<file path="config.mk">
export PLATFORM = sky130hd
export DESIGN_NAME = backlight_config_regs_3_4
export DESIGN_NICKNAME = d
export VERILOG_FILES = /design/src/design/backlight_cfg_pkg.sv /design/src/design/backlight_config_regs_3_4.sv
export SDC_FILE = /design/constraint.sdc
export NUM_CORES = 1
export LEC_CHECK = 0
export ABC_AREA = 1
export BUFFER_PORTS_ARGS = -buffer_cell sky130_fd_sc_hd__buf_2
export CAP_MARGIN = 5
export CORE_ASPECT_RATIO = 0.5
export CORE_MARGIN = 2
export CORE_UTILIZATION = 44
export DETAILED_ROUTE_END_ITERATION = 12
export PLACE_DENSITY = 0.88
export SETUP_SLACK_MARGIN = 0.3
export SYNTH_ARGS = -nofsm -noshare
export SYNTH_HDL_FRONTEND = slang
export SYNTH_SLANG_ARGS = --single-unit
</file>
<file path="constraint.sdc">
create_clock -name hclk -period 3.45 [get_ports hclk]
set_input_delay 0.5175 -clock hclk [delete_from_list [all_inputs] [get_ports hclk]]
set_output_delay 0.5175 -clock hclk [all_outputs]
set_load 0.005 [all_outputs]
</file>
<file path="src/design/backlight_cfg_pkg.sv">
// backlight_cfg_pkg: offsets, field positions, reset values and carriers
// for the lockout/dimming and resolution/current/fault/headroom registers.
// assumes a 32-bit ahb-lite bus with word-aligned registers.
`default_nettype none

package backlight_cfg_pkg;

  // ----------------------------------------
  // register map
  // ----------------------------------------
  localparam logic [7:0] lockout_and_dimming_mode_config_off          = 8'ha3;
  localparam logic [7:0] resolution_current_fault_headroom_config_off = 8'ha4;
  localparam logic [9:0] lockout_and_dimming_mode_config_addr          = {lockout_and_dimming_mode_config_off, 2'b00};
  localparam logic [9:0] resolution_current_fault_headroom_config_addr =
    {resolution_current_fault_headroom_config_off, 2'b00};
  localparam logic [7:0] cfg3_reset = 8'h00;
  localparam logic [7:0] cfg4_reset = 8'h00;

  // ----------------------------------------
  // field positions
  // ----------------------------------------
  localparam int lockout_lsb     = 6;
  localparam int phase_shift_bit = 5;
  localparam int rate_lsb        = 0;
  localparam int resolution_lsb  = 6;
  localparam int set_res_bit     = 5;
  localparam int fault_thr_lsb   = 3;
  localparam int headroom_lsb    = 0;

  // ----------------------------------------
  // decoded values in millivolts, plus the base resolution in bits
  // ----------------------------------------
  localparam logic [13:0] lockout_mv_1  = 14'd2700;
  localparam logic [13:0] lockout_mv_2  = 14'd6000;
  localparam logic [13:0] lockout_mv_3  = 14'd9000;
  localparam logic [13:0] fault_mv_base = 14'd2300;
  localparam logic [13:0] fault_mv_step = 14'd1000;
  localparam logic [13:0] headroom_step = 14'd125;
  localparam logic [3:0]  resolution_base_bits = 4'd8;

  typedef struct packed {
    logic [1:0] input_lockout_level;
    logic       phase_shift_dimming_enable;
    logic [4:0] dimming_rate_select;
  } cfg3_t;

  typedef struct packed {
    logic [1:0] resolution_range;
    logic       current_set_resistor;
    logic [1:0] string_fault_threshold;
    logic [2:0] sink_headroom_target;
  } cfg4_t;

  typedef struct packed {
    logic        lockout_enable;
    logic [13:0] lockout_mv;
    logic        phase_shift_dimming_enable;
    logic [4:0]  dimming_rate_select;
    logic [3:0]  min_resolution_bits;
    logic [3:0]  max_resolution_bits;
    logic        current_set_resistor;
    logic [13:0] fault_threshold_mv;
    logic [13:0] headroom_above_sat_mv;
    logic        adaptive_regulate;
  } ctrl_t;

endpackage : backlight_cfg_pkg

`default_nettype wire

</file>
<file path="src/design/backlight_config_regs_3_4.sv">
// backlight_config_regs_3_4: ahb-lite slave holding two 8-bit configuration
// registers and decoding them into control levels for the analog stages.
// assumes a single master, word transfers only; analog blocks consume ctrl.
`timescale 1ns/1ps
`default_nettype none

module backlight_config_regs_3_4 (
  input  wire logic                     hclk,
  input  wire logic                     hresetn,
  input  wire logic                     hsel,
  input  wire logic [31:0]              haddr,
  input  wire logic [1:0]               htrans,
  input  wire logic                     hwrite,
  input  wire logic [2:0]               hsize,
  input  wire logic [31:0]              hwdata,
  input  wire logic                     hready,
  input  wire logic                     adaptive_enable,
  output logic [31:0]                   hrdata,
  output logic                          hreadyout,
  output logic                          hresp,
  output backlight_cfg_pkg::ctrl_t      ctrl
);
  import backlight_cfg_pkg::*;

  // ----------------------------------------
  // state
  // ----------------------------------------
  typedef struct packed {
    cfg3_t       cfg3;
    cfg4_t       cfg4;
    logic        wr_pend;
    logic [9:0]  wr_addr;
    logic [31:0] rdata;
    logic        hreadyout;
    logic        hresp;
    logic        adapt_sync1;
    logic        adapt_sync2;
    logic        adapt_sync3;
    ctrl_t       ctrl;
  } state_t;

  state_t cur;
  state_t next_cur;

  // ready stays high through reset so the bus never sees a stall
  localparam state_t state_reset = '{cfg3: cfg3_t'(cfg3_reset), cfg4: cfg4_t'(cfg4_reset), hreadyout: 1'b1,
                                     default: '0};
  localparam logic [9:0] cfg3_word = {2'b00, lockout_and_dimming_mode_config_off};
  localparam logic [9:0] cfg4_word = {2'b00, resolution_current_fault_headroom_config_off};

  logic       access;
  logic [9:0] word_addr;

  assign access    = hsel && hready && htrans[1];
  assign word_addr = haddr[11:2];

  always_comb begin
    next_cur = cur;
    // ----------------------------------------
    // bus: write lands in data phase, read data registered from address phase
    // ----------------------------------------
    if (cur.wr_pend) begin
      if (cur.wr_addr == cfg3_word) begin
        next_cur.cfg3 = cfg3_t'(hwdata[7:0]);
      end else if (cur.wr_addr == cfg4_word) begin
        next_cur.cfg4 = cfg4_t'(hwdata[7:0]);
      end
    end
    next_cur.wr_pend = access && hwrite;
    next_cur.wr_addr = word_addr;
    // zero wait states, always okay
    next_cur.hreadyout = 1'b1;
    next_cur.hresp     = 1'b0;
    if (access && !hwrite) begin
      // unmapped words read zero; upper bits always zero
      if (word_addr == cfg3_word) begin
        next_cur.rdata = {24'h000000, cur.cfg3};
      end else if (word_addr == cfg4_word) begin
        next_cur.rdata = {24'h000000, cur.cfg4};
      end else begin
        next_cur.rdata = 32'h00000000;
      end
    end
    // pin synchroniser: change counts once stages two and three agree
    next_cur.adapt_sync1 = adaptive_enable;
    next_cur.adapt_sync2 = cur.adapt_sync1;
    next_cur.adapt_sync3 = cur.adapt_sync2;
    if (cur.adapt_sync2 == cur.adapt_sync3) begin
      next_cur.ctrl.adaptive_regulate = cur.adapt_sync3;
    end
    // ----------------------------------------
    // decode to control levels
    // ----------------------------------------
    next_cur.ctrl.lockout_enable = (cur.cfg3.input_lockout_level != 2'b00);
    case (cur.cfg3.input_lockout_level)
      2'b01:   next_cur.ctrl.lockout_mv = lockout_mv_1;
      2'b10:   next_cur.ctrl.lockout_mv = lockout_mv_2;
      2'b11:   next_cur.ctrl.lockout_mv = lockout_mv_3;
      default: next_cur.ctrl.lockout_mv = 14'd0;
    endcase
    next_cur.ctrl.phase_shift_dimming_enable = cur.cfg3.phase_shift_dimming_enable;
    next_cur.ctrl.dimming_rate_select        = cur.cfg3.dimming_rate_select;
    // min at 19.2 kHz, max (two more bits) at 4.8 kHz
    next_cur.ctrl.min_resolution_bits = resolution_base_bits + {2'b00, cur.cfg4.resolution_range};
    next_cur.ctrl.max_resolution_bits = resolution_base_bits + {2'b00, cur.cfg4.resolution_range} + 4'd2;
    next_cur.ctrl.current_set_resistor = cur.cfg4.current_set_resistor;
    next_cur.ctrl.fault_threshold_mv = fault_mv_base
      + 14'(fault_mv_step * {12'd0, cur.cfg4.string_fault_threshold});
    // target measured above sink_saturation_voltage; analog side adds it
    next_cur.ctrl.headroom_above_sat_mv = 14'(headroom_step * ({11'd0, cur.cfg4.sink_headroom_target} + 14'd1));
  end

  always_ff @(posedge hclk or negedge hresetn) begin
    if (!hresetn) begin
      cur <= state_reset;
    end else begin
      cur <= next_cur;
    end
  end

  assign hrdata    = cur.rdata;
  assign hreadyout = cur.hreadyout;
  assign hresp     = cur.hresp;
  assign ctrl      = cur.ctrl;

  // ----------------------------------------
  // assertions
  // ----------------------------------------
  property p_lockout_decode;
    @(posedge hclk) disable iff (!hresetn)
      (cur.cfg3.input_lockout_level == 2'b11) |=> (ctrl.lockout_mv == lockout_mv_3 && ctrl.lockout_enable);
  endproperty
  a_lockout_decode: assert property (p_lockout_decode) else $error("lockout 9V not decoded");

  property p_lockout_off;
    @(posedge hclk) disable iff (!hresetn)
      (cur.cfg3.input_lockout_level == 2'b00) |=> !ctrl.lockout_enable;
  endproperty
  a_lockout_off: assert property (p_lockout_off) else $error("lockout not off");

  property p_phase_shift;
    @(posedge hclk) disable iff (!hresetn)
      (cur.wr_pend && cur.wr_addr == cfg3_word)
      |=> ##1 (ctrl.phase_shift_dimming_enable == $past(hwdata[phase_shift_bit], 2));
  endproperty
  a_phase_shift: assert property (p_phase_shift) else $error("phase shift mode wrong");

  property p_rate;
    @(posedge hclk) disable iff (!hresetn)
      (cur.wr_pend && cur.wr_addr == cfg3_word)
      |=> ##1 (ctrl.dimming_rate_select == $past(hwdata[4:0], 2));
  endproperty
  a_rate: assert property (p_rate) else $error("rate select wrong");

  property p_resolution;
    @(posedge hclk) disable iff (!hresetn)
      1'b1 |=> (ctrl.min_resolution_bits == 4'd8 + {2'b00, $past(cur.cfg4.resolution_range)}
                && ctrl.max_resolution_bits == 4'd10 + {2'b00, $past(cur.cfg4.resolution_range)});
  endproperty
  a_resolution: assert property (p_resolution) else $error("resolution span wrong");

  property p_resistor;
    @(posedge hclk) disable iff (!hresetn)
      $stable(cur.cfg4.current_set_resistor) |=> (ctrl.current_set_resistor == $past(cur.cfg4.current_set_resistor));
  endproperty
  a_resistor: assert property (p_resistor) else $error("set resistor mode wrong");

  property p_fault_max;
    @(posedge hclk) disable iff (!hresetn)
      (cur.cfg4.string_fault_threshold == 2'b11) |=> (ctrl.fault_threshold_mv == 14'd5300);
  endproperty
  a_fault_max: assert property (p_fault_max) else $error("fault threshold wrong");

  property p_headroom;
    @(posedge hclk) disable iff (!hresetn)
      (cur.cfg4.sink_headroom_target == 3'b111) |=> (ctrl.headroom_above_sat_mv == 14'd1000);
  endproperty
  a_headroom: assert property (p_headroom) else $error("headroom target wrong");

  property p_adapt;
    @(posedge hclk) disable iff (!hresetn)
      (adaptive_enable [*5]) |=> ctrl.adaptive_regulate;
  endproperty
  a_adapt: assert property (p_adapt) else $error("adaptive enable not followed");

  property p_adapt_off;
    @(posedge hclk) disable iff (!hresetn)
      ((!adaptive_enable) [*5]) |=> !ctrl.adaptive_regulate;
  endproperty
  a_adapt_off: assert property (p_adapt_off) else $error("adaptive disable not followed");

  property p_lockout_low;
    @(posedge hclk) disable iff (!hresetn)
      (cur.cfg3.input_lockout_level == 2'b01) |=> (ctrl.lockout_mv == 14'd2700 && ctrl.lockout_enable);
  endproperty
  a_lockout_low: assert property (p_lockout_low) else $error("lockout 2.7V not decoded");

  property p_lockout_mid;
    @(posedge hclk) disable iff (!hresetn)
      (cur.cfg3.input_lockout_level == 2'b10) |=> (ctrl.lockout_mv == 14'd6000 && ctrl.lockout_enable);
  endproperty
  a_lockout_mid: assert property (p_lockout_mid) else $error("lockout 6V not decoded");

  property p_phase_follow;
    @(posedge hclk) disable iff (!hresetn)
      1'b1 |=> (ctrl.phase_shift_dimming_enable == $past(cur.cfg3.phase_shift_dimming_enable));
  endproperty
  a_phase_follow: assert property (p_phase_follow) else $error("phase shift mode not held");

  property p_rate_follow;
    @(posedge hclk) disable iff (!hresetn)
      1'b1 |=> (ctrl.dimming_rate_select == $past(cur.cfg3.dimming_rate_select));
  endproperty
  a_rate_follow: assert property (p_rate_follow) else $error("rate select not held");

  property p_fault_min;
    @(posedge hclk) disable iff (!hresetn)
      (cur.cfg4.string_fault_threshold == 2'b00) |=> (ctrl.fault_threshold_mv == 14'd2300);
  endproperty
  a_fault_min: assert property (p_fault_min) else $error("lowest fault threshold wrong");

  property p_fault_step;
    @(posedge hclk) disable iff (!hresetn)
      1'b1 |=> (ctrl.fault_threshold_mv == 14'd2300 + 14'd1000 * {12'd0, $past(cur.cfg4.string_fault_threshold)});
  endproperty
  a_fault_step: assert property (p_fault_step) else $error("fault threshold step wrong");

  property p_headroom_min;
    @(posedge hclk) disable iff (!hresetn)
      (cur.cfg4.sink_headroom_target == 3'b000) |=> (ctrl.headroom_above_sat_mv == 14'd125);
  endproperty
  a_headroom_min: assert property (p_headroom_min) else $error("lowest headroom target wrong");

  property p_headroom_step;
    @(posedge hclk) disable iff (!hresetn)
      1'b1 |=> (ctrl.headroom_above_sat_mv == 14'd125 * ({11'd0, $past(cur.cfg4.sink_headroom_target)} + 14'd1));
  endproperty
  a_headroom_step: assert property (p_headroom_step) else $error("headroom step wrong");

  // ----------------------------------------
  // bus checks
  // ----------------------------------------
  property p_zero_wait;
    @(posedge hclk) disable iff (!hresetn)
      1'b1 |-> (hreadyout && !hresp);
  endproperty
  a_zero_wait: assert property (p_zero_wait) else $error("slave stalled or erred");

  property p_read_upper_zero;
    @(posedge hclk) disable iff (!hresetn)
      1'b1 |-> (hrdata[31:8] == 24'h000000);
  endproperty
  a_read_upper_zero: assert property (p_read_upper_zero) else $error("upper read bits not zero");

  property p_read_cfg3;
    @(posedge hclk) disable iff (!hresetn)
      (access && !hwrite && word_addr == cfg3_word) |=> (hrdata[7:0] == $past(cur.cfg3));
  endproperty
  a_read_cfg3: assert property (p_read_cfg3) else $error("first register read back wrong");

  property p_read_cfg4;
    @(posedge hclk) disable iff (!hresetn)
      (access && !hwrite && word_addr == cfg4_word) |=> (hrdata[7:0] == $past(cur.cfg4));
  endproperty
  a_read_cfg4: assert property (p_read_cfg4) else $error("second register read back wrong");

  property p_read_unmapped;
    @(posedge hclk) disable iff (!hresetn)
      (access && !hwrite && word_addr != cfg3_word && word_addr != cfg4_word) |=> (hrdata == 32'h00000000);
  endproperty
  a_read_unmapped: assert property (p_read_unmapped) else $error("unmapped read not zero");

  property p_write_cfg3;
    @(posedge hclk) disable iff (!hresetn)
      (cur.wr_pend && cur.wr_addr == cfg3_word) |=> (cur.cfg3 == $past(hwdata[7:0]));
  endproperty
  a_write_cfg3: assert property (p_write_cfg3) else $error("first register write lost");

  property p_write_cfg4;
    @(posedge hclk) disable iff (!hresetn)
      (cur.wr_pend && cur.wr_addr == cfg4_word) |=> (cur.cfg4 == $past(hwdata[7:0]));
  endproperty
  a_write_cfg4: assert property (p_write_cfg4) else $error("second register write lost");

  property p_write_unmapped;
    @(posedge hclk) disable iff (!hresetn)
      (cur.wr_pend && cur.wr_addr != cfg3_word && cur.wr_addr != cfg4_word) |=> ($stable(cur.cfg3) && $stable(cur.cfg4));
  endproperty
  a_write_unmapped: assert property (p_write_unmapped) else $error("unmapped write changed a register");

  // ----------------------------------------
  // covers
  // ----------------------------------------
  c_write3: cover property (@(posedge hclk) disable iff (!hresetn)
    cur.wr_pend && cur.wr_addr == cfg3_word);
  c_write4: cover property (@(posedge hclk) disable iff (!hresetn)
    cur.wr_pend && cur.wr_addr == cfg4_word);
  c_read: cover property (@(posedge hclk) disable iff (!hresetn) access && !hwrite);
  c_phase_shift: cover property (@(posedge hclk) disable iff (!hresetn)
    ctrl.phase_shift_dimming_enable);
  c_adapt: cover property (@(posedge hclk) disable iff (!hresetn)
    ctrl.adaptive_regulate);

endmodule : backlight_config_regs_3_4

`default_nettype wire

</file>
==> parameters.txt <==
Parameter                              Value

Logic synthesis
  Top cell type by total area after synthesis    sky130_fd_sc_hd__dfrtp_1
  Count of different cell masters after synthesis    33
  Async SR Flop Fraction    100%
  Synth top area share    46.6%
  Most frequently used flop master after synthesis    sky130_fd_sc_hd__dfrtp_1
  Dominant cell by count in the synthesized netlist    sky130_fd_sc_hd__buf_4
  Count of flip-flops with a built-in enable after synthesis    0
  Most used standard cells in the synthesized netlist    sky130_fd_sc_hd__buf_4, sky130_fd_sc_hd__nand2_1, sky130_fd_sc_hd__dfrtp_1
  Post-Synthesis Cell Area    around 0.004 mm2
  Top post-synthesis cells by area    sky130_fd_sc_hd__dfrtp_1, sky130_fd_sc_hd__buf_4, sky130_fd_sc_hd__nand2_1, sky130_fd_sc_hd__ha_1, sky130_fd_sc_hd__fa_1
  Average cell area after synthesis    10.1 um2
  Number of flip-flops and latches in the synthesized netlist    75
  Count of yosys warnings during synthesis    0
  Sequential element share of the synthesized area    46.6%
  Number of instances in the synthesized netlist    about 400

GRT
  GRT Residual Overflow    0
  Global-route wire length before repair    11100 um
  Via count of the first global-routing pass    between 2000 and 2500
  Number of antenna violations at the first check in global routing    0
  GRT Util Overall    14.1%
  Maximum number of pins on one net before global-route repair    76

Power and ir drop
  Leakage power summed over all cells    2.38 nW
  Maximum VDD drop    ~300 uV
  Power density over cell area    roughly 500 mW/mm2

Place
  Global placement routability congestion    just over 0.8
  Half-perimeter wire length after placement    about 4700 um
  Total of buffers placed on input and output ports    80
  Cell count after placement    about 540

Min path
  Source of the worst hold timing path    adaptive_enable
  Worst min-delay path class    primary input to flip-flop

Cells and area
  Ant diodes    0
  Fraction of final layout cells with drive strength greater than 1    33.7%
  Nets    about 540
  Area delta synth->final    11.9%
  Final cell count without fillers    approximately 560

Drt
  Remaining design rule violation count    0
  DRC marker count from the first detailed-route iteration    roughly 110
  Final wirelength    between 6000 and 7000 um
  WL/cell    12.0 um
  Via density per instance    ~4.3
  Via count    between 2000 and 2500
  Iteration count of the initial detailed-routing pass    4
  Post-route ant nets    0

Clock tree
  Total clock buffers created by CTS    9
  Clock sink total    between 70 and 80
  Later-pin clock latency in the skew report    roughly 0.32 ns
  Clock tree root driver cell    sky130_fd_sc_hd__clkbuf_16
  Number of buffers inserted for hold repair after clock tree synthesis    0
  Total number of H-tree levels    3
  CTS tree    built
  Maximum number of buffers from clock root to sink    2
  Clk pin slew, worst setup/hold paths    around 0.06 ns

Floorplanning
  Num ports    168
  # rows    24
  Starting Density    a little under half
  Core area    roughly 0.0088 mm2
  Die area    0.00999 mm2
  Width of the die    ~140 um
  Die outline height    just over 70 um

Setup path
  Required time of the critical path    between 3 and 4 ns
  Data arrival time of the worst path    around 3.2 ns
  Beginning of the worst register-to-register path    cur[108]$_DFFE_PN0P_
  Critical Setup Path Class    flip-flop to flip-flop
  Crit path from    cur[108]$_DFFE_PN0P_
  Crit. End Element    flip-flop
  Type of element launching the critical path    flip-flop
  Critical path peak fanout    5

STA
  Sum of negative setup slack    0 ns
  Setup repair after global routing missed its margin    false
  Final setup violation count    0
  Shortest clock period the worst path allows after layout    between 3 and 4 ns
  Final hold viol count    0
  Achievable Freq    331 MHz
  Rel. slew slack    between 30% and 40%
  Period utilisation layout    87.5%
  Transition at the pin with the smallest max-transition slack    a little over 0.9 ns
  Clock skew after layout    0.00477 ns
  Final number of max-transition violations    0

Run status
  Outcome    finished clean

Job
  Max_cap viols    0
-- sequential cells by signal, indices dropped and copies added, names as in the netlist --
| register | count |
|---|---|
| cur | 30 |
| ctrl | 37 |
| hrdata | 8 |
-- critical path, cell delays in order (launching register included) --
cell                      delay [ns]
sky130_fd_sc_hd__dfrtp_2        0.45
sky130_fd_sc_hd__ha_4           0.19
sky130_fd_sc_hd__xnor2_4        0.18
sky130_fd_sc_hd__inv_2          0.08
sky130_fd_sc_hd__fa_2           0.61
sky130_fd_sc_hd__inv_1          0.09
sky130_fd_sc_hd__fa_1           0.43
sky130_fd_sc_hd__ha_1           0.38
sky130_fd_sc_hd__a21oi_1        0.16
sky130_fd_sc_hd__nand2_1        0.10
sky130_fd_sc_hd__nand3_1        0.10
sky130_fd_sc_hd__nand2_1        0.06
sky130_fd_sc_hd__nand2_1        0.05
sky130_fd_sc_hd__nand2_1        0.04
-- cells by family after synthesis --
logic type | share of synthesized area, %
AND/OR/NAND/NOR | 14.9
XOR/XNOR | 1.52
flip-flops | 46.6
AO/OA/AOI/OAI | 4.69
adder cells (fa/ha/maj) | 10.1
other | 0.186
buffers and inverters | 22.0
-- power breakdown --
part	total, W	internal [W]	switching, W
registers	0.000906	0.000898	0.00000830
clock network	0.00122	0.000875	0.000349
logic	0.000109	0.0000372	0.0000720
-- cell type report --
class                      instances  area [um2]
clock buffer                      10         239
clock inverter                     6         159
fill                             750        4290
inverter                          42         160
multi-input combinational        223        1460
sequential                        75        1880
tap                              117         146
timing repair buffer              89         470
-- repair_timing --
item | 4_1_cts | 5_1_grt
pin swaps | 2 | 3
endpoints found under the hold margin | 0 | 0
setup buffers | 1 | 6
resized for setup | 2 | 9
setup endpoints to repair | 4 | 4
-- through the flow --
step                utilization, %  worst slack [ns]  total power (W)  hold WS, ns  cell area, um2
floorplan                        -             0.312          0.00102        0.222            4170
global placement              45.6             0.197          0.00102        0.332            4010
detailed placement            45.6             0.134          0.00103        0.337            4010
CTS                           50.2             0.311          0.00225        0.286            4420
global route                  51.3             0.295          0.00231        0.290            4510
finish                        51.3             0.430          0.00224        0.295            4510
-- path summary, 6_finish.rpt --
kind / slack (ns) / end / depth (start not counted)
hold reg to reg: 0.35 / cur[60]$_DFF_PN0_ / 0
min in group asynchronous: 0.32 / cur[103]$_DFF_PN0_ / 1
setup / recovery: 0.43 / ctrl[10]$_DFF_PN0_ / 13
max in group asynchronous: 2.47 / cur[107]$_DFFE_PN0P_ / 1
hold / removal: 0.29 / cur[61]$_DFF_PN0_ / 1
setup reg to reg: 0.43 / ctrl[10]$_DFF_PN0_ / 13
-- routing by layer --
layer	up-vias	GRT usage, %	share of wire (%)
met4	0	4.26	0.93
met2	78	26.4	53
met3	8	4.95	6.7
li1	1176	-	-
met1	1172	15.4	39
met5	-	0	0
-- cells in the final DEF, fill, tap and decap left out, types with 3 or more instances in the layout --
master	count
sky130_fd_sc_hd__inv_1	36
sky130_fd_sc_hd__o21ai_2	18
sky130_fd_sc_hd__nand2_2	3
sky130_fd_sc_hd__clkbuf_16	9
sky130_fd_sc_hd__buf_4	10
sky130_fd_sc_hd__conb_1	38
sky130_fd_sc_hd__bufinv_16	5
sky130_fd_sc_hd__nor2_1	12
sky130_fd_sc_hd__nand3_1	16
sky130_fd_sc_hd__nand2_1	81
sky130_fd_sc_hd__nor2_2	3
sky130_fd_sc_hd__dfrtp_1	73
sky130_fd_sc_hd__buf_2	79
sky130_fd_sc_hd__inv_2	3
sky130_fd_sc_hd__ha_1	17
sky130_fd_sc_hd__fa_1	7
sky130_fd_sc_hd__xor2_1	5
Power figures use the tool's default switching activity.
